===== src/cpc_pkg.sv =====
package cpc_pkg;
    // ****************************************
    // timing
    // ****************************************
    localparam int CLK_HZ                 = 25000000;
    localparam int OVC_DET_US             = 66000;
    localparam int OVC_RST_US             = 23000;
    localparam int OVC_REL_US             = 25000;
    localparam int ABN_DET_US             = 10000;
    localparam int OVD_DET_US             = 75000;
    localparam int OVD_REL_US             = 2200;
    localparam int EXL_DET_US             = 7800;
    localparam int EXH_DET_US             = 1100;
    localparam int SHT_DET_US             = 140;
    localparam int CYC_PER_US             = CLK_HZ / 1000000;
    localparam int OVC_DET_CYC            = OVC_DET_US * CYC_PER_US;
    localparam int OVC_RST_CYC            = OVC_RST_US * CYC_PER_US;
    localparam int OVC_REL_CYC            = OVC_REL_US * CYC_PER_US;
    localparam int ABN_DET_CYC            = ABN_DET_US * CYC_PER_US;
    localparam int OVD_DET_CYC            = OVD_DET_US * CYC_PER_US;
    localparam int OVD_REL_CYC            = OVD_REL_US * CYC_PER_US;
    localparam int EXL_DET_CYC            = EXL_DET_US * CYC_PER_US;
    localparam int EXH_DET_CYC            = EXH_DET_US * CYC_PER_US;
    localparam int SHT_DET_CYC            = SHT_DET_US * CYC_PER_US;
    localparam int CNT_W                  = 24;

    // ****************************************
    // states
    // ****************************************
    typedef enum logic [2:0] {
        CPC_NORMAL,
        CPC_OVERCHARGE,
        CPC_ABNORMAL,
        CPC_OVERDISCHARGE,
        CPC_EXCESS,
        CPC_ZERO_VOLT
    } cpc_state_e;
endpackage


===== src/cpc_top.sv =====
`timescale 1ns/1ns
// Function
// - normal range enables both switches
// - overcharge disables charge after delay
// - short dips ignored, long dips restart
// - low load-sense while charging stops charge
// - abnormal check needs discharge switch on
// - abnormal state left below abnormal level
// - overcharge release after release delay
// - load after charger re-enables charge
// - overdischarge disables discharge after delay
// - charger detect releases above threshold
// - mid load-sense releases at release level
// - no charger: release after release delay
// - excess current low disables discharge
// - excess current high disables faster
// - excess states recover below low threshold
// - short circuit disables after short delay
// - zero-volt charge: charge on, discharge off
// - zero-volt charge ends at threshold
// - overcharge reset delay 23 ms
// - overdischarge release delay 2.2 ms
// - excess current high delay 1.1 ms
// - short circuit delay 140 us
module cpc_top
    import cpc_pkg::*;
#(
    parameter int OVC_DET = OVC_DET_CYC,
    parameter int OVC_RST = OVC_RST_CYC,
    parameter int OVC_REL = OVC_REL_CYC,
    parameter int ABN_DET = ABN_DET_CYC,
    parameter int OVD_DET = OVD_DET_CYC,
    parameter int OVD_REL = OVD_REL_CYC,
    parameter int EXL_DET = EXL_DET_CYC,
    parameter int EXH_DET = EXH_DET_CYC,
    parameter int SHT_DET = SHT_DET_CYC
) (
    // clock and reset
    input  wire logic sys_clk_i,
    input  wire logic rst_i,
    // cell voltage comparators
    input  wire logic above_overcharge_threshold_i,
    input  wire logic below_overcharge_release_level_i,
    input  wire logic below_overdischarge_threshold_i,
    input  wire logic above_overdischarge_release_level_i,
    // load-sense and charger comparators
    input  wire logic load_sense_below_charger_detect_i,
    input  wire logic load_sense_above_excess_current_low_i,
    input  wire logic load_sense_above_excess_current_high_i,
    input  wire logic load_sense_above_short_i,
    input  wire logic load_sense_below_abnormal_charge_level_i,
    input  wire logic charger_above_zero_volt_charge_start_level_i,
    // switch enables
    output logic      charge_en_o,
    output logic      discharge_en_o,
    output logic      charge_gate_at_supply_o
);
    // ****************************************
    // input synchronisers
    // ****************************************
    logic [9:0] raw_in;
    logic [9:0] s;
    assign raw_in = {above_overcharge_threshold_i, below_overcharge_release_level_i,
                     below_overdischarge_threshold_i, above_overdischarge_release_level_i,
                     load_sense_below_charger_detect_i, load_sense_above_excess_current_low_i,
                     load_sense_above_excess_current_high_i, load_sense_above_short_i,
                     load_sense_below_abnormal_charge_level_i,
                     charger_above_zero_volt_charge_start_level_i};

    cpc_sync #(.WIDTH(10)) u_sync (
        .sys_clk_i (sys_clk_i),
        .rst_i     (rst_i),
        .async_i   (raw_in),
        .sync_o    (s)
    );

    logic ovc_hi;
    logic ovc_rel;
    logic ovd_lo;
    logic ovd_rel;
    logic chg_det;
    logic exc_lo;
    logic exc_hi;
    logic shrt;
    logic abn_clr;
    logic zv_chg;
    assign {ovc_hi, ovc_rel, ovd_lo, ovd_rel, chg_det, exc_lo, exc_hi, shrt, abn_clr, zv_chg} = s;

    // ****************************************
    // state and timers
    // ****************************************
    cpc_state_e state_ff;
    cpc_state_e nxt_state;
    logic       in_norm;
    logic       in_ovc;
    logic       in_ovd;
    assign in_norm = (state_ff == CPC_NORMAL);
    assign in_ovc  = (state_ff == CPC_OVERCHARGE);
    assign in_ovd  = (state_ff == CPC_OVERDISCHARGE);

    logic ovc_det_done;
    logic ovc_rst_done;
    logic ovc_rel_done;
    logic abn_done;
    logic ovd_det_done;
    logic ovd_rel_done;
    logic exl_done;
    logic exh_done;
    logic sht_done;

    // dip filter: detect timer holds through a dip, restarts only once the dip outlasts the reset delay
    cpc_timer #(.LIMIT(OVC_RST)) u_ovc_rst (
        .sys_clk_i (sys_clk_i),
        .rst_i     (rst_i),
        .run_i     (in_norm && !ovc_hi),
        .clear_i   (!in_norm || ovc_hi),
        .done_o    (ovc_rst_done)
    );
    cpc_timer #(.LIMIT(OVC_DET)) u_ovc_det (
        .sys_clk_i (sys_clk_i),
        .rst_i     (rst_i),
        .run_i     (in_norm && ovc_hi),
        .clear_i   (!in_norm || ovc_rst_done),
        .done_o    (ovc_det_done)
    );
    cpc_timer #(.LIMIT(OVC_REL)) u_ovc_rel (
        .sys_clk_i (sys_clk_i),
        .rst_i     (rst_i),
        .run_i     (in_ovc && ovc_rel),
        .clear_i   (!(in_ovc && ovc_rel)),
        .done_o    (ovc_rel_done)
    );
    // abnormal charge only with discharge switch on and cell above threshold
    cpc_timer #(.LIMIT(ABN_DET)) u_abn (
        .sys_clk_i (sys_clk_i),
        .rst_i     (rst_i),
        .run_i     (in_norm && chg_det && !ovd_lo),
        .clear_i   (!(in_norm && chg_det && !ovd_lo)),
        .done_o    (abn_done)
    );
    cpc_timer #(.LIMIT(OVD_DET)) u_ovd_det (
        .sys_clk_i (sys_clk_i),
        .rst_i     (rst_i),
        .run_i     (in_norm && ovd_lo),
        .clear_i   (!(in_norm && ovd_lo)),
        .done_o    (ovd_det_done)
    );
    cpc_timer #(.LIMIT(OVD_REL)) u_ovd_rel (
        .sys_clk_i (sys_clk_i),
        .rst_i     (rst_i),
        .run_i     (in_ovd && ovd_rel),
        .clear_i   (!(in_ovd && ovd_rel)),
        .done_o    (ovd_rel_done)
    );
    cpc_timer #(.LIMIT(EXL_DET)) u_exl (
        .sys_clk_i (sys_clk_i),
        .rst_i     (rst_i),
        .run_i     (in_norm && exc_lo),
        .clear_i   (!(in_norm && exc_lo)),
        .done_o    (exl_done)
    );
    cpc_timer #(.LIMIT(EXH_DET)) u_exh (
        .sys_clk_i (sys_clk_i),
        .rst_i     (rst_i),
        .run_i     (in_norm && exc_hi),
        .clear_i   (!(in_norm && exc_hi)),
        .done_o    (exh_done)
    );
    cpc_timer #(.LIMIT(SHT_DET)) u_sht (
        .sys_clk_i (sys_clk_i),
        .rst_i     (rst_i),
        .run_i     (in_norm && shrt),
        .clear_i   (!(in_norm && shrt)),
        .done_o    (sht_done)
    );

    // ****************************************
    // state machine
    // ****************************************
    // discharge faults take priority over charge faults; a dead cell reaches zero-volt charge only from overdischarge
    always_comb begin
        nxt_state = state_ff;
        case (state_ff)
            CPC_NORMAL: begin
                if (sht_done || exh_done || exl_done) begin
                    nxt_state = CPC_EXCESS;
                end else if (ovd_det_done) begin
                    nxt_state = CPC_OVERDISCHARGE;
                end else if (ovc_det_done) begin
                    nxt_state = CPC_OVERCHARGE;
                end else if (abn_done) begin
                    nxt_state = CPC_ABNORMAL;
                end
            end
            CPC_OVERCHARGE: begin
                if (ovc_rel_done) begin
                    nxt_state = CPC_NORMAL;
                end else if (!chg_det && exc_lo && !ovc_hi) begin
                    nxt_state = CPC_NORMAL;
                end
            end
            CPC_ABNORMAL: begin
                if (abn_clr) begin
                    nxt_state = CPC_NORMAL;
                end
            end
            CPC_OVERDISCHARGE: begin
                if (chg_det && !ovd_lo) begin
                    nxt_state = CPC_NORMAL;
                end else if (!chg_det && !exc_lo && ovd_rel) begin
                    nxt_state = CPC_NORMAL;
                end else if (ovd_rel_done) begin
                    nxt_state = CPC_NORMAL;
                end else if (zv_chg && ovd_lo) begin
                    nxt_state = CPC_ZERO_VOLT;
                end
            end
            CPC_EXCESS: begin
                if (!exc_lo) begin
                    nxt_state = CPC_NORMAL;
                end
            end
            CPC_ZERO_VOLT: begin
                if (!ovd_lo) begin
                    nxt_state = CPC_NORMAL;
                end
            end
            default: nxt_state = CPC_NORMAL;
        endcase
    end

    always_ff @(posedge sys_clk_i) begin
        if (rst_i) begin
            state_ff <= CPC_NORMAL;
        end else begin
            state_ff <= nxt_state;
        end
    end

    // ****************************************
    // switch outputs
    // ****************************************
    always_ff @(posedge sys_clk_i) begin
        if (rst_i) begin
            charge_en_o             <= 1'h0;
            discharge_en_o          <= 1'h0;
            charge_gate_at_supply_o <= 1'h0;
        end else begin
            charge_en_o             <= (nxt_state != CPC_OVERCHARGE) && (nxt_state != CPC_ABNORMAL);
            discharge_en_o          <= (nxt_state == CPC_NORMAL) || (nxt_state == CPC_OVERCHARGE)
                                       || (nxt_state == CPC_ABNORMAL);
            charge_gate_at_supply_o <= (nxt_state == CPC_ZERO_VOLT);
        end
    end

    // ****************************************
    // checks
    // ****************************************
    property p_zero_volt_outputs;
        @(posedge sys_clk_i) disable iff (rst_i)
        (state_ff == CPC_ZERO_VOLT) |-> (!discharge_en_o && charge_gate_at_supply_o);
    endproperty
    a_zero_volt_outputs: assert property (p_zero_volt_outputs) else $error("zero-volt outputs wrong");

    property p_normal_both_on;
        @(posedge sys_clk_i) disable iff (rst_i)
        (state_ff == CPC_NORMAL) && !$past(rst_i) |-> (charge_en_o && discharge_en_o);
    endproperty
    a_normal_both_on: assert property (p_normal_both_on) else $error("normal state switch off");

    property p_overcharge_charge_off;
        @(posedge sys_clk_i) disable iff (rst_i)
        (state_ff == CPC_OVERCHARGE) |-> !charge_en_o && discharge_en_o;
    endproperty
    a_overcharge_charge_off: assert property (p_overcharge_charge_off) else $error("overcharge charge on");

    property p_excess_discharge_off;
        @(posedge sys_clk_i) disable iff (rst_i)
        (state_ff == CPC_EXCESS) |-> !discharge_en_o;
    endproperty
    a_excess_discharge_off: assert property (p_excess_discharge_off) else $error("excess discharge on");

    property p_excess_recover;
        @(posedge sys_clk_i) disable iff (rst_i)
        (state_ff == CPC_EXCESS) && !exc_lo |=> (state_ff == CPC_NORMAL);
    endproperty
    a_excess_recover: assert property (p_excess_recover) else $error("excess not recovered");

    property p_abnormal_release;
        @(posedge sys_clk_i) disable iff (rst_i)
        (state_ff == CPC_ABNORMAL) && abn_clr |=> (state_ff == CPC_NORMAL) ##1 charge_en_o;
    endproperty
    a_abnormal_release: assert property (p_abnormal_release) else $error("abnormal not released");

    property p_zero_volt_exit;
        @(posedge sys_clk_i) disable iff (rst_i)
        (state_ff == CPC_ZERO_VOLT) && !ovd_lo |=> (state_ff == CPC_NORMAL);
    endproperty
    a_zero_volt_exit: assert property (p_zero_volt_exit) else $error("zero-volt not exited");

    property p_charger_detect_release;
        @(posedge sys_clk_i) disable iff (rst_i)
        (state_ff == CPC_OVERDISCHARGE) && chg_det && !ovd_lo |=> ##1 discharge_en_o;
    endproperty
    a_charger_detect_release: assert property (p_charger_detect_release) else $error("charger detect failed");

    property p_no_early_overcharge;
        @(posedge sys_clk_i) disable iff (rst_i)
        $rose(state_ff == CPC_OVERCHARGE) |-> $past(ovc_det_done);
    endproperty
    a_no_early_overcharge: assert property (p_no_early_overcharge) else $error("overcharge too early");

    property p_overdischarge_entry;
        @(posedge sys_clk_i) disable iff (rst_i)
        $rose(state_ff == CPC_OVERDISCHARGE) |-> $past(ovd_det_done) ##1 !discharge_en_o;
    endproperty
    a_overdischarge_entry: assert property (p_overdischarge_entry) else $error("overdischarge entry wrong");

    property p_excess_entry;
        @(posedge sys_clk_i) disable iff (rst_i)
        $rose(state_ff == CPC_EXCESS) |-> $past(sht_done || exh_done || exl_done) && !discharge_en_o;
    endproperty
    a_excess_entry: assert property (p_excess_entry) else $error("excess entered without timer");

    property p_abnormal_entry;
        @(posedge sys_clk_i) disable iff (rst_i)
        $rose(state_ff == CPC_ABNORMAL) |-> $past(abn_done) && !charge_en_o && discharge_en_o;
    endproperty
    a_abnormal_entry: assert property (p_abnormal_entry) else $error("abnormal entry wrong");

    property p_overcharge_release;
        @(posedge sys_clk_i) disable iff (rst_i)
        (state_ff == CPC_OVERCHARGE) && ovc_rel_done |=> (state_ff == CPC_NORMAL) && charge_en_o;
    endproperty
    a_overcharge_release: assert property (p_overcharge_release) else $error("overcharge not released");

    property p_load_release;
        @(posedge sys_clk_i) disable iff (rst_i)
        (state_ff == CPC_OVERCHARGE) && !chg_det && exc_lo && !ovc_hi |=> (state_ff == CPC_NORMAL) && charge_en_o;
    endproperty
    a_load_release: assert property (p_load_release) else $error("load did not release charge");

    property p_release_timer;
        @(posedge sys_clk_i) disable iff (rst_i)
        (state_ff == CPC_OVERDISCHARGE) && ovd_rel_done |=> (state_ff == CPC_NORMAL) && discharge_en_o;
    endproperty
    a_release_timer: assert property (p_release_timer) else $error("release timer ignored");
endmodule


===== src/cpc_sync.sv =====
`timescale 1ns/1ns
module cpc_sync
    import cpc_pkg::*;
#(
    parameter int WIDTH = 10
) (
    // clock and reset
    input  wire logic             sys_clk_i,
    input  wire logic             rst_i,
    // data
    input  wire logic [WIDTH-1:0] async_i,
    output logic      [WIDTH-1:0] sync_o
);
    logic [WIDTH-1:0] meta_ff;

    // first stage feeds only the second
    always_ff @(posedge sys_clk_i) begin
        if (rst_i) begin
            meta_ff <= '0;
            sync_o  <= '0;
        end else begin
            meta_ff <= async_i;
            sync_o  <= meta_ff;
        end
    end
endmodule


===== src/cpc_timer.sv =====
`timescale 1ns/1ns
module cpc_timer
    import cpc_pkg::*;
#(
    parameter int LIMIT = 16
) (
    // clock and reset
    input  wire logic sys_clk_i,
    input  wire logic rst_i,
    // control
    input  wire logic run_i,
    input  wire logic clear_i,
    output logic      done_o
);
    logic [CNT_W-1:0] cnt_ff;

    // counts while run until LIMIT is reached, holds when not run, clears on clear
    always_ff @(posedge sys_clk_i) begin
        if (rst_i || clear_i) begin
            cnt_ff <= '0;
        end else if (run_i && !done_o) begin
            cnt_ff <= cnt_ff + 1'h1;
        end
    end

    assign done_o = (cnt_ff >= CNT_W'(LIMIT));
endmodule


===== config.mk =====
export PLATFORM = sky130hd
export DESIGN_NAME = cpc_top
export DESIGN_NICKNAME = d
export VERILOG_FILES = /design/src/cpc_pkg.sv /design/src/cpc_top.sv /design/src/cpc_sync.sv /design/src/cpc_timer.sv
export SDC_FILE = /design/constraint.sdc
export NUM_CORES = 1
export LEC_CHECK = 0
export ABC_AREA = 1
export ABC_CLOCK_PERIOD_IN_PS = 2600
export BUFFER_PORTS_ARGS = -buffer_cell sky130_fd_sc_hd__clkbuf_2
export CORE_MARGIN = 2
export CORE_UTILIZATION = 55
export DETAILED_ROUTE_END_ITERATION = 10
export PLACE_DENSITY = 0.71
export SETUP_SLACK_MARGIN = 0.5
export SYNTH_ARGS = -nofsm -noshare
export SYNTH_HDL_FRONTEND = slang
export SYNTH_SLANG_ARGS = --single-unit

===== constraint.sdc =====
create_clock -name sys_clk_i -period 2.6 [get_ports sys_clk_i]
set_input_delay 0.52 -clock sys_clk_i [delete_from_list [all_inputs] [get_ports sys_clk_i]]
set_output_delay 0.52 -clock sys_clk_i [all_outputs]
set_load 0.02 [all_outputs]

**Word-level counts from Yosys, hierarchy flattened**

Cells that the tools add are included.
W data, S select, Z words.

- Register bits: 242
- Input bits: 12
- Output and inout port bits: 3
- Logic and storage cells: 121

- Add/subtract/negate cells: 9
- $lt $le $gt $ge: 9
- Equal/unequal tests: 10
- Multiplexer cells: 14
- Reductions and logical operators: 64

Operators by type and width:

| cell | count |
|---|---|
| $add A24 B1 Y24 const B | 9 |
| $ge A24 B18 Y1 const B | 2 |
| $ge A24 B20 Y1 const B | 2 |
| $ge A24 B21 Y1 const B | 2 |
| $mux W3 | 13 |
| $logic_and A1 B1 Y1 | 26 |
| $ge A24 B12 Y1 const B | 1 |
| $ge A24 B15 Y1 const B | 1 |
| $ge A24 B16 Y1 const B | 1 |
| $logic_not A1 Y1 | 21 |
| $pmux W3 S6 | 1 |
| $logic_or A1 B1 Y1 | 15 |
| $eq A3 B2 Y1 const B | 3 |
| $eq A3 B3 Y1 const B | 3 |
| $eq A3 B1 Y1 const B | 2 |
| $logic_not A3 Y1 | 2 |
| $ne A3 B1 Y1 const B | 1 |
| $ne A3 B2 Y1 const B | 1 |

**Depth between registers and ports, before layout**

Gate-level depths: netlist (run 1).

- Depth after elaboration: 9
- Gate-level depth with buffers: 15

**Modules after synthesis**

From an unflattened synthesis (run 1), not the netlist that was laid out.

- Cells, all modules: 2181
- Area, all modules: 14447.6 µm²

By module, submodules not included:

| module | times used | cells each | area each (µm²) |
|---|---|---|---|
| cpc_timer (u_ovd_det) | 1 | 248 | 1701.6 |
| cpc_timer (u_ovc_det) | 1 | 275 | 1652.8 |
| cpc_timer (u_ovc_rel) | 1 | 225 | 1540.2 |
| cpc_timer (u_exl) | 1 | 226 | 1516.5 |
| cpc_timer (u_ovc_rst) | 1 | 230 | 1498.9 |
| cpc_timer (u_abn) | 1 | 223 | 1496.4 |
| cpc_timer (u_ovd_rel) | 1 | 208 | 1401.3 |
| cpc_timer (u_exh) | 1 | 209 | 1352.5 |
| cpc_timer (u_sht) | 1 | 171 | 1167.4 |
| cpc_sync | 1 | 62 | 573.0 |
| cpc_top | 1 | 104 | 546.8 |

**Worst setup path before layout (run 1)**

Ideal clock, no wire load.

- Kind: flip-flop to flip-flop
- From: register u_abn.cnt_ff[13]
- To: register u_abn.cnt_ff[13]
- Library setup time: 0.120 ns
- Arrival time: 1.425 ns
- Slack: 1.054 ns
- Stages on the path, launching flop included: 13
- Path buffers: 1
- Clock period less this slack: 1.546 ns
- Path through: dfxtp_1 -> inv_2 -> nand2_2 -> nor2_1 -> nand2_1 -> nand2_1 -> nand2_2 -> nand3_2 -> nor3_4 -> inv_2 -> buf_6 -> nand2_1 -> a21oi_1

- Word-level cells in the longest chain between the ends: 3

RTL lines:

| what | line | RTL |
|---|---|---|
| start: declaration | cpc_timer.sv:15 | `logic [CNT_W-1:0] cnt_ff;` |
| start signal: assignment | cpc_timer.sv:22 | `cnt_ff <= cnt_ff + 1'h1;` |
| $ge A24 B18 Y1 | cpc_timer.sv:26 | `assign done_o = (cnt_ff >= CNT_W'(LIMIT));` |
| $logic_not A1 Y1 | cpc_timer.sv:21 | `end else if (run_i && !done_o) begin` |
| $logic_and A1 B1 Y1 | cpc_timer.sv:21 |  |

Parallel ways exist; a longest one is shown, timed or not.
A chain may end at the register's enable or synchronous reset.

**Worst setup path after layout (run 1)**

- From: register state_ff[0]
- To: register u_ovd_det.cnt_ff[13]

- Word-level cells in the longest chain between the ends: 4

RTL lines:

| what | line | RTL |
|---|---|---|
| start: declaration | cpc_top.sv:92 | `cpc_state_e state_ff;` |
| start signal: assignment | cpc_top.sv:236 | `state_ff <= nxt_state;` |
| $logic_not A3 Y1 (*) | cpc_top.sv:97 | `assign in_norm = (state_ff == CPC_NORMAL);` |
| $logic_and A1 B1 Y1 (*) | cpc_top.sv:144, cpc_top.sv:145 |  |
| $logic_not A1 Y1 | cpc_top.sv:145 | `.clear_i (!(in_norm && ovd_lo)),` |
| $logic_or A1 B1 Y1 | cpc_timer.sv:19 | `if (rst_i \|\| clear_i) begin` |
| end signal: assignment | cpc_timer.sv:22 |  |
| end: declaration | cpc_timer.sv:15 |  |

Mark *: on every way between the ends. The rest lies on a longest branch, timed or not.

==> results of run 1 <==
==> tightest hold or removal path, stage by stage <==
cell	delay [ns]
clkbuf_2	0.08
inv_1	0.05
nor2_1	0.03
==> repair_timing <==
item,in CTS,in global routing
endpoints found under the setup margin,0,25
buffers inserted,0,2
hold buffers,0,0
gates resized for setup,0,6
==> placed cells by master, fill, tap and decap left out, drive strengths merged, types with 5 or more instances in the layout <==
master / count
and3: 6
a31oi: 6
a21oi: 135
o21ai: 63
xor2: 33
o21a: 6
nand4: 39
or2: 5
clkinv: 10
dfxtp: 242
clkbuf: 48
nor3: 84
buf: 11
nor4: 25
nand2: 357
xnor2: 16
inv: 285
nor2: 259
nand3: 101
ha: 18
==> layout make-up <==
class	count	area, um^2	area share
well taps	275	344.1	0.02643
clock inverters	16	151.4	0.01163
repair buffers	25	152.6	0.01172
clock buffers	34	721.9	0.05545
inverters	285	1075	0.08255
multi-input cells	1165	5731	0.4401
flip-flops and latches	242	4845	0.3721
==> routing by layer <==
layer | vias up | GRT usage | share of wire
li1 | 5535 | - | -
met1 | 4687 | 0.3013 | 0.49
met2 | 167 | 0.3586 | 0.45
met3 | 38 | 0.02727 | 0.037
met4 | 0 | 0.05283 | 0.020
met5 | - | 0 | 0
==> stage by stage <==
step                      hold slack [ns]  worst slack [ns]  cell area, um^2  power, uW
final                              0.1870            0.6178            13020       7758
after floorplan                    0.3883             1.054            11780       4048
after global placement             0.3917            0.6338            12110       4121
after detailed placement           0.3935            0.5729            12110       4126
after global routing               0.1956            0.4562            13020       8040
after CTS                          0.1710            0.5554            12990       7840
==> how the worst min path moves through the flow <==
stage / startpoint / end / slack (ns) / cells past startpoint
2_1_floorplan: u_sync.meta_ff[0]$_SDFF_PP0_ / u_sync.sync_o[0]$_SDFF_PP0_ / 0.39 / 2
3_3_place_gp: u_sync.meta_ff[5]$_SDFF_PP0_ / u_sync.sync_o[5]$_SDFF_PP0_ / 0.39 / 2
3_5_place_dp: u_sync.meta_ff[1]$_SDFF_PP0_ / u_sync.sync_o[1]$_SDFF_PP0_ / 0.39 / 2
4_1_cts: load_sense_above_short_i / u_sync.meta_ff[2]$_SDFF_PP0_ / 0.17 / 3
5_1_grt: load_sense_above_short_i / u_sync.meta_ff[2]$_SDFF_PP0_ / 0.20 / 3
6_report: load_sense_above_short_i / u_sync.meta_ff[2]$_SDFF_PP0_ / 0.19 / 3
==> flip-flops by register name, indices dropped and copies added (netlist names), 24 cells and up <==
signal            flops
u_ovc_rst.cnt_ff     24
u_ovc_det.cnt_ff     24
u_abn.cnt_ff         24
u_ovc_rel.cnt_ff     24
u_ovd_rel.cnt_ff     24
u_ovd_det.cnt_ff     24
u_sht.cnt_ff         24
u_exl.cnt_ff         24
u_exh.cnt_ff         24
==> cells in the mapped netlist, types with 4 or more instances <==
library cell,n,share of area
nand2_1,348,0.11
inv_1,266,0.085
dfxtp_1,242,0.41
nor2_1,242,0.077
a21oi_1,133,0.057
nand3_1,98,0.042
nor3_1,79,0.034
o21ai_0,43,0.018
nand4_1,36,0.019
xor2_1,33,0.025
nor4_1,25,0.013
o21ai_1,20,0.0085
ha_1,18,0.019
inv_2,17,0.0054
xnor2_1,16,0.012
nor2_2,13,0.0069
clkbuf_1,9,0.0029
nand2_2,9,0.0048
buf_2,8,0.0034
a31oi_1,6,0.0032
and3_1,6,0.0032
o21a_1,6,0.0038
a211oi_1,4,0.0026
buf_6,4,0.0038
nor2_4,4,0.0038
==> power by group through the flow <==
stage | clock network [uW] | registers (uW) | logic (uW)
floorplan | 0 | 3840 | 204
global placement | 0 | 3840 | 277
finish | 3710 | 3760 | 284
CTS | 3790 | 3760 | 283
global route | 3950 | 3760 | 321
detailed placement | 0 | 3840 | 281
==> cell families after synthesis <==
group,Yosys count
adder cells (fa/ha/maj),18
AO/OA/AOI/OAI,216
XOR/XNOR,49
AND/OR/NAND/NOR,882
flip-flops,242
buffers and inverters,310
==> results_dict.tcl, run 1 <==
set metrics [dict create \
    synth_compound_area_frac 0.09584 \
    ctsLongestPathBuffers 3 \
    peakVddDrop_mv 0.5571 \
    syn_to_final_growth_pct 10.56 \
    startpoint_type "flip-flop" \
    cellPowerDensity_mw_per_mm2 595.9 \
    fin_tns_setup_ns 0 \
    clock-sinks 242 \
    start_util 0.5602 \
    synthAdderAreaFrac 0.01912 \
    muxShareOfSynthArea 0 \
    grt_pass1_wl_mm 41.74 \
    first_iter_violations 498 \
    ys_types 44 \
    grt_overflow_total 0 \
    cts_tree "done" \
    reg2regPathDepth 8 \
    crit_path_end_kind "flip-flop" \
    r2r_end "u_ovd_det.cnt_ff[13]$_SDFFE_PP0P_" \
    syn_nets 1747 \
    async_flop_share 0 \
    crit_family "simple AND/OR/NAND/NOR gates" \
    htreeDepth 1 \
    synthCells 1717 \
    drv_slew 0 \
    yosys_warnings 0 \
    rsz0062_at_grt "yes" \
    synth-simple-area-share 0.3337 \
    drt_drc_violations_left 0 \
    clkPwrFrac 0.478 \
    grt_antenna_before_repair 0 \
    cp_common_cell "nor2_1" \
    switching_share 0.2278 \
    clk_pin_slew_worst_paths_ns 0.06 \
    hold_violations 0 \
    nFillCells 1957 \
    cts_root_buffer "clkbuf_16" \
    io_pins 15 \
    status "complete, no violations" \
    syn_area_per_cell_um2 6.859 \
    wire_per_inst_um 11.85 \
    critical_path_arrival_ns 2.40 \
    min_period_over_period 0.7624 \
    routed_wl_mm 24.20 \
    p_sw_uw 1767 \
    worst_pin_slew_ns 0.7697 \
    grt_pass1_vias 9469 \
    seqPwrFrac 0.485 \
    die-height_um 150.3 \
    firstDrtPassIters 5 \
    synthXorXnorAreaFrac 0.03644 \
    comb_power_share 0.037 \
    yosys_most_used_dff "dfxtp_1" \
    ant_nets 0 \
    fin_util 0.6194 \
    holdCritPathClass "in2reg" \
    worstPathCellList "nor2_2 > nand2_2 > nor2_1 > nand4_1 > nor2_1 > nand2_1 > o21ai_0 > nor2_1" \
    internal-power_uw 5991 \
    max_freq_ghz 0.5045 \
    maxCapViolCount 0 \
    synth_top_family_by_area "simple AND/OR/NAND/NOR gates" \
    place_congestion 0.8752 \
    cp.required_ns 3.02 \
    dp_cells 1990 \
    io_buffers 14 \
    slowest_stage "dfxtp_1" \
    fin_skew_ns 0.01524 \
    place.detailed.hpwl_mm 17.41 \
    cts-buffers-inserted 27 \
    synth_edf_count 0 \
    viasPerCell 5.106 \
    grt_usage 0.2167 \
    crit_cells 8 \
    dr_total_vias 10430 \
    rows 53 \
    reg2reg_setup_slack_ns 0.62 \
    critPathLaunch "state_ff[0]$_SDFF_PP0_" \
    diodes 0 \
    path_buf_inv 0 \
    period_minus_slack_ns 1.982 \
    r2r-start "state_ff[0]$_SDFF_PP0_" \
    die_w_um 150.3 \
    slowest_delay_ns 0.35 \
    dieArea_mm2 0.02260 \
    coreArea_mm2 0.02102 \
    ys_ff_latch 242 \
    worst-path-max-fanout 8 \
    synth_area_mm2 0.01178 \
    layout-drive-gt1-share 0.07583 \
    fin_nets 1776 \
    yosysSeqAreaShare 0.4114 \
    clkLatencyLatePin_ns 0.53 \
    critical_path_class "reg2reg" \
    setup_viol_count_final 0 \
    slew-limit-headroom 0.4829 \
    layoutNonFillerInstCount 2042 \
    cp-endpoint "u_ovd_det.cnt_ff[13]$_SDFFE_PP0P_" \
    grt_max_degree 25 \
    p_leak_uw 0.004625 \
]
No activity file was read; power rests on OpenSTA's default activity.
==> run 2, diff against run 1 <==
- ABC_CLOCK_PERIOD_IN_PS: 2600 -> 2040
- clock period: 2.6 -> 2.04 ns (I/O delays scaled with it)
==> run 2 against run 1 <==
  * Power rose by 33%
  * Maximum frequency rose by 8.3%
  * Critical path type unchanged
  * Hold slack got worse by 0.094 ns
  * Largest cell class unchanged
  * Non-clock buffer count rose by 137
==> results_dict.tcl, run 2 (synthesis gave the netlist of run 1 again) <==
set metrics [dict create \
    crit_path_end_kind "flip-flop" \
    m1WireLength_mm 13.59 \
    die-height_um 150.3 \
    fin_tns_setup_ns 0 \
    worst-path-max-fanout 4 \
    cts_tree "done" \
    cellPowerDensity_mw_per_mm2 619.5 \
    cp-endpoint "charge_en_o$_SDFF_PP0_" \
    cts_root_buffer "clkbuf_16" \
    grt_pass1_vias 10140 \
    clkLatencyLatePin_ns 0.54 \
    status "complete, no violations" \
    p_sw_uw 2445 \
    seqPwrFrac 0.462 \
    critPathLaunch "u_exh.cnt_ff[4]$_SDFFE_PP0P_" \
    multiInputGateArea_mm2 0.007746 \
    htreeDepth 1 \
    final_cell_mix "nand2_1, inv_1, nor2_1" \
    p_leak_uw 0.006592 \
    wl_met3_mm 1.917 \
    reg2reg_setup_slack_ns 0.21 \
    mostFrequentLayoutCell "nand2_1" \
    topRoutingLayerUsed "met4" \
    grt_antenna_before_repair 0 \
    pre_cts_ws_ns 0.1481 \
    fin_skew_ns 0.007762 \
    hold_violations 0 \
    finalWorstSetupSlack_ns 0.2103 \
    place_congestion 0.9125 \
    coreArea_mm2 0.02102 \
    syn_to_final_growth_pct 41.56 \
    critical_path_arrival_ns 2.27 \
    internal-power_uw 7882 \
    grt_overflow_total 0 \
    startpoint_type "flip-flop" \
    regArea_mm2 0.005051 \
    grt_max_degree 20 \
    clk_pin_slew_worst_paths_ns 0.06 \
    clkPwrFrac 0.467 \
    fin_nets 1917 \
    wire_per_inst_um 15.64 \
    setup_viol_count_final 0 \
    switching_share 0.2368 \
    slew-limit-headroom 0.6941 \
    firstDrtPassIters 5 \
    clock-sinks 242 \
    cp.required_ns 2.48 \
    drt_drc_violations_left 0 \
    first_iter_violations 698 \
    dr_total_vias 12150 \
    worst_pin_slew_ns 0.4553 \
    place.detailed.hpwl_mm 17.64 \
    maxCapViolCount 0 \
    cts-buffers-inserted 26 \
    io_buffers 14 \
    rsz0062_at_grt "yes" \
    reg2regPathDepth 16 \
    min_path_cells 3 \
    dieArea_mm2 0.02260 \
    diodes 0 \
    grt_pass1_wl_mm 45.10 \
    max_freq_ghz 0.5465 \
    nFillCells 1223 \
    holdCritPathClass "in2reg" \
    min_period_over_period 0.8969 \
    viasPerCell 5.578 \
    die_w_um 150.3 \
    r2r-start "u_exh.cnt_ff[4]$_SDFFE_PP0P_" \
    dr_wl_met2_mm 17.30 \
    period_minus_slack_ns 1.830 \
    peakVddDrop_mv 0.7948 \
    rows 53 \
    routed_wl_mm 34.07 \
    start_util 0.5602 \
    grt_usage 0.2362 \
    io_pins 15 \
    r2r_end "charge_en_o$_SDFF_PP0_" \
    ctsLongestPathBuffers 3 \
    fin_util 0.7930 \
    critical_path_class "reg2reg" \
    comb_power_share 0.071 \
    drv_slew 0 \
    layout-drive-gt1-share 0.4115 \
    ant_nets 0 \
]
## run 2: cell types whose count changed in the layout (fill, tap and decap cells not counted), sizes merged
cell      change
buf         +136
inv           -4
clkinv        +2
clkinvlp      +2
bufinv        +1
clkbuf        -1
## run 2: per-layer routing
layer,global-route usage,vias up
met3,0.03303,129
met2,0.4066,466
met5,0,-
li1,-,5852
met4,0.05519,0
met1,0.3142,5702
## run 2: power by group through the flow
stage	sequential, uW	combinational [uW]	clock [uW]
after floorplan	4900	261	0
after global placement	4900	372	0
after detailed placement	4900	378	0
after CTS	4790	496	4870
after global routing	4770	775	5080
final	4770	729	4830
## run 2: repair_timing
action | 4_1_cts | 5_1_grt
cloned | 5 | 4
setup buffers | 59 | 53
pin swaps | 72 | 161
endpoints found under the setup margin | 183 | 217
resized for setup | 263 | 533
hold buffers | 0 | 0
## run 2: worst min-delay path by stage
| stage | startpoint | end | slack [ns] |
|---|---|---|---|
| 2_1_floorplan | u_sync.meta_ff[0]$_SDFF_PP0_ | u_sync.sync_o[0]$_SDFF_PP0_ | 0.39 |
| 3_3_place_gp | u_sync.meta_ff[6]$_SDFF_PP0_ | u_sync.sync_o[6]$_SDFF_PP0_ | 0.39 |
| 3_5_place_dp | u_sync.meta_ff[8]$_SDFF_PP0_ | u_sync.sync_o[8]$_SDFF_PP0_ | 0.40 |
| 4_1_cts | below_overcharge_release_level_i | u_sync.meta_ff[8]$_SDFF_PP0_ | 0.07 |
| 5_1_grt | below_overcharge_release_level_i | u_sync.meta_ff[8]$_SDFF_PP0_ | 0.09 |
| 6_report | below_overcharge_release_level_i | u_sync.meta_ff[8]$_SDFF_PP0_ | 0.09 |
## run 2: worst max-delay path: stages (launching register included)
cell and delay [ns]:
dfxtp_2 0.35, inv_2 0.07, nand2_1 0.09, nand2_1 0.10, nand2_1 0.09, nand2_1 0.08, nand3_2 0.10, buf_6 0.14
nor2_4 0.11, nand2_4 0.07, buf_6 0.12, inv_2 0.04, nand2_2 0.05, nand2_2 0.07, nand2_4 0.07, nor2_2 0.13
nor2_2 0.05
## run 2: layout make-up
cell class / instances / share of cell area
Clock buffer: 32 / 0.04278
Inverter: 285 / 0.06995
Sequential cell: 242 / 0.3030
Tap cell: 275 / 0.02064
Timing Repair inverter: 5 / 0.002702
Multi-Input combinational cell: 1165 / 0.4646
Clock inverter: 12 / 0.009757
Timing Repair Buffer: 162 / 0.08654
## run 2: per-stage QoR
stage	cells	total power [uW]	hold WS, ns	cell area, um^2
3_3_place_gp	2013	5272	0.3897	12290
6_report	2178	10330	0.09319	16670
4_1_cts	2121	10150	0.06709	14410
2_1_floorplan	1717	5160	0.3883	11780
3_5_place_dp	2013	5279	0.3973	12290
5_1_grt	2178	10630	0.08901	16670
==> run 3, diff against run 2 <==
- ABC_CLOCK_PERIOD_IN_PS: 2040 -> 2100
- CORE_UTILIZATION: 55 -> 40
- PLACE_DENSITY: 0.71 -> not set
- SKIP_CTS_REPAIR_TIMING: not set -> 1
- clock period: 2.04 -> 2.1 ns (I/O delays scaled with it)
==> run 3 against run 2 <==
  * Sequential share of layout area grew 1.4 points
  * Global-route usage shrank 7.4 points
  * Die area grew 36%
  * Maximum frequency rose by 4.4%
  * First-iteration DRC count shrank 31%
  * Sequential cell count is the same
  * Routed wire length shrank 18%
  * Critical endpoint is now u_ovd_rel.cnt_ff[11]$_SDFFE_PP0P_
  * Largest cell class unchanged
==> results_dict.tcl, run 3 (synthesis gave the netlist of run 1 again) <==
set metrics [dict create \
    grt_max_degree 25 \
    drt_drc_violations_left 0 \
    slew-limit-headroom 0.5443 \
    startpoint_type "flip-flop" \
    first_iter_violations 484 \
    diodes 0 \
    place_congestion 0.8924 \
    reg2reg_setup_slack_ns 0.35 \
    period_minus_slack_ns 1.753 \
    status "complete, no violations" \
    routed_wl_mm 28.11 \
    crit_path_end_kind "flip-flop" \
    met2_usage 0.2685 \
    hold-worst-slack_ns 0.07770 \
    io_pins 15 \
    grt_usage 0.1624 \
    critical_path_class "reg2reg" \
    mostFrequentLayoutCell "nand2_1" \
    worst-path-max-fanout 5 \
    worst_pin_slew_ns 0.6783 \
    io_buffers 14 \
    dr_total_vias 10970 \
    dieArea_mm2 0.03083 \
    fin_util 0.5451 \
    die-height_um 175.6 \
    internal-power_uw 8126 \
    grt_antenna_before_repair 0 \
    use_met3 0.02294 \
    p_leak_uw 0.005803 \
    grt_pass1_wl_mm 43.08 \
    grt-busiest-layer "met2" \
    switching_share 0.2307 \
    clock-sinks 242 \
    fin_tns_setup_ns 0 \
    wire_per_inst_um 12.41 \
    regArea_mm2 0.004994 \
    comb_power_share 0.056 \
    ant_nets 0 \
    place.detailed.hpwl_mm 17.96 \
    critical_path_arrival_ns 2.22 \
    cts_root_buffer "clkbuf_16" \
    maxCapViolCount 0 \
    p_sw_uw 2436 \
    nFillCells 2684 \
    fin_area_mm2 0.01573 \
    rows 62 \
    cp.required_ns 2.56 \
    drv_slew 0 \
    clkLatencyLatePin_ns 0.54 \
    max_freq_ghz 0.5705 \
    hold_violations 0 \
    coreArea_mm2 0.02886 \
    syn_to_final_growth_pct 33.58 \
    viasPerCell 4.845 \
    cts_tree "done" \
    die_w_um 175.6 \
    htreeDepth 1 \
    ctsLongestPathBuffers 3 \
    cts-buffers-inserted 28 \
    final_cell_mix "nand2_1, inv_1, nor2_1" \
    cellPowerDensity_mw_per_mm2 671.4 \
    clkPwrFrac 0.505 \
    firstDrtPassIters 5 \
    multiInputGateArea_mm2 0.007024 \
    clk_pin_slew_worst_paths_ns 0.06 \
    seqPwrFrac 0.439 \
    fin_skew_ns 0.009048 \
    total_power_uw 10560 \
    fin_nets 1888 \
    setup_viol_count_final 0 \
    layout-drive-gt1-share 0.3112 \
    placed_area_mm2 0.01235 \
    grt_overflow_total 0 \
    peakVddDrop_mv 0.5727 \
    start_util 0.4081 \
    met1_usage 0.2229 \
    holdCritPathClass "in2reg" \
    rsz0062_at_grt "yes" \
    min_period_over_period 0.8347 \
    grt_pass1_vias 9450 \
]
## run 3: cell count changes in the layout (fill, tap and decap cells not counted), sizes merged
cell	change
buf	-30
bufinv	+3
clkbuf	-1
clkinv	-2
clkinvlp	+4
inv	+3
## run 3: area by class of cell
class,count,share of cell area
Clock buffer,32,0.04748
Clock inverter,20,0.01766
Inverter,285,0.07198
Multi-Input combinational cell,1165,0.4465
Sequential cell,242,0.3174
Tap cell,384,0.03054
Timing Repair Buffer,131,0.06593
Timing Repair inverter,5,0.002466
## run 3: worst paths after layout
path                                                                   start                           endpoint  depth (start not counted)
worst min register to register                  u_sync.meta_ff[2]$_SDFF_PP0_        u_sync.sync_o[2]$_SDFF_PP0_                          2
worst min-delay path            charger_above_zero_volt_charge_start_level_i       u_sync.meta_ff[0]$_SDFF_PP0_                          3
worst max-delay path                        u_ovd_rel.cnt_ff[5]$_SDFFE_PP0P_  u_ovd_rel.cnt_ff[11]$_SDFFE_PP0P_                          5
worst max register to register              u_ovd_rel.cnt_ff[5]$_SDFFE_PP0P_  u_ovd_rel.cnt_ff[11]$_SDFFE_PP0P_                          5
## run 3: power groups by stage
stage	logic (uW)	registers (uW)	clock network, uW
global route	636	4640	5670
global placement	370	4760	0
floorplan	253	4760	0
finish	587	4640	5340
CTS	373	4660	5490
detailed placement	371	4760	0
## run 3: stage by stage
step,std cells,worst slack (ns)
5_1_grt,2264,0.2033
6_report,2264,0.3470
3_5_place_dp,2112,0.1306
4_1_cts,2164,0.1075
2_1_floorplan,1717,0.5544
3_3_place_gp,2112,0.1357
## run 3: metal layers
layer  routed length [um]  up-vias  share of wire
met3                 1068       51          0.038
li1                     -     5781              -
met5                    0        -              0
met1                13320     4982           0.47
met4                  572        0          0.020
met2                13140      156           0.47
## run 3: worst max-delay path, cell delays in order (launching register included)
cell and delay (ns):
dfxtp_1 0.42, inv_1 0.08, nor3_1 0.58, nand4_4 0.18, or2_1 0.26, a21oi_1 0.14
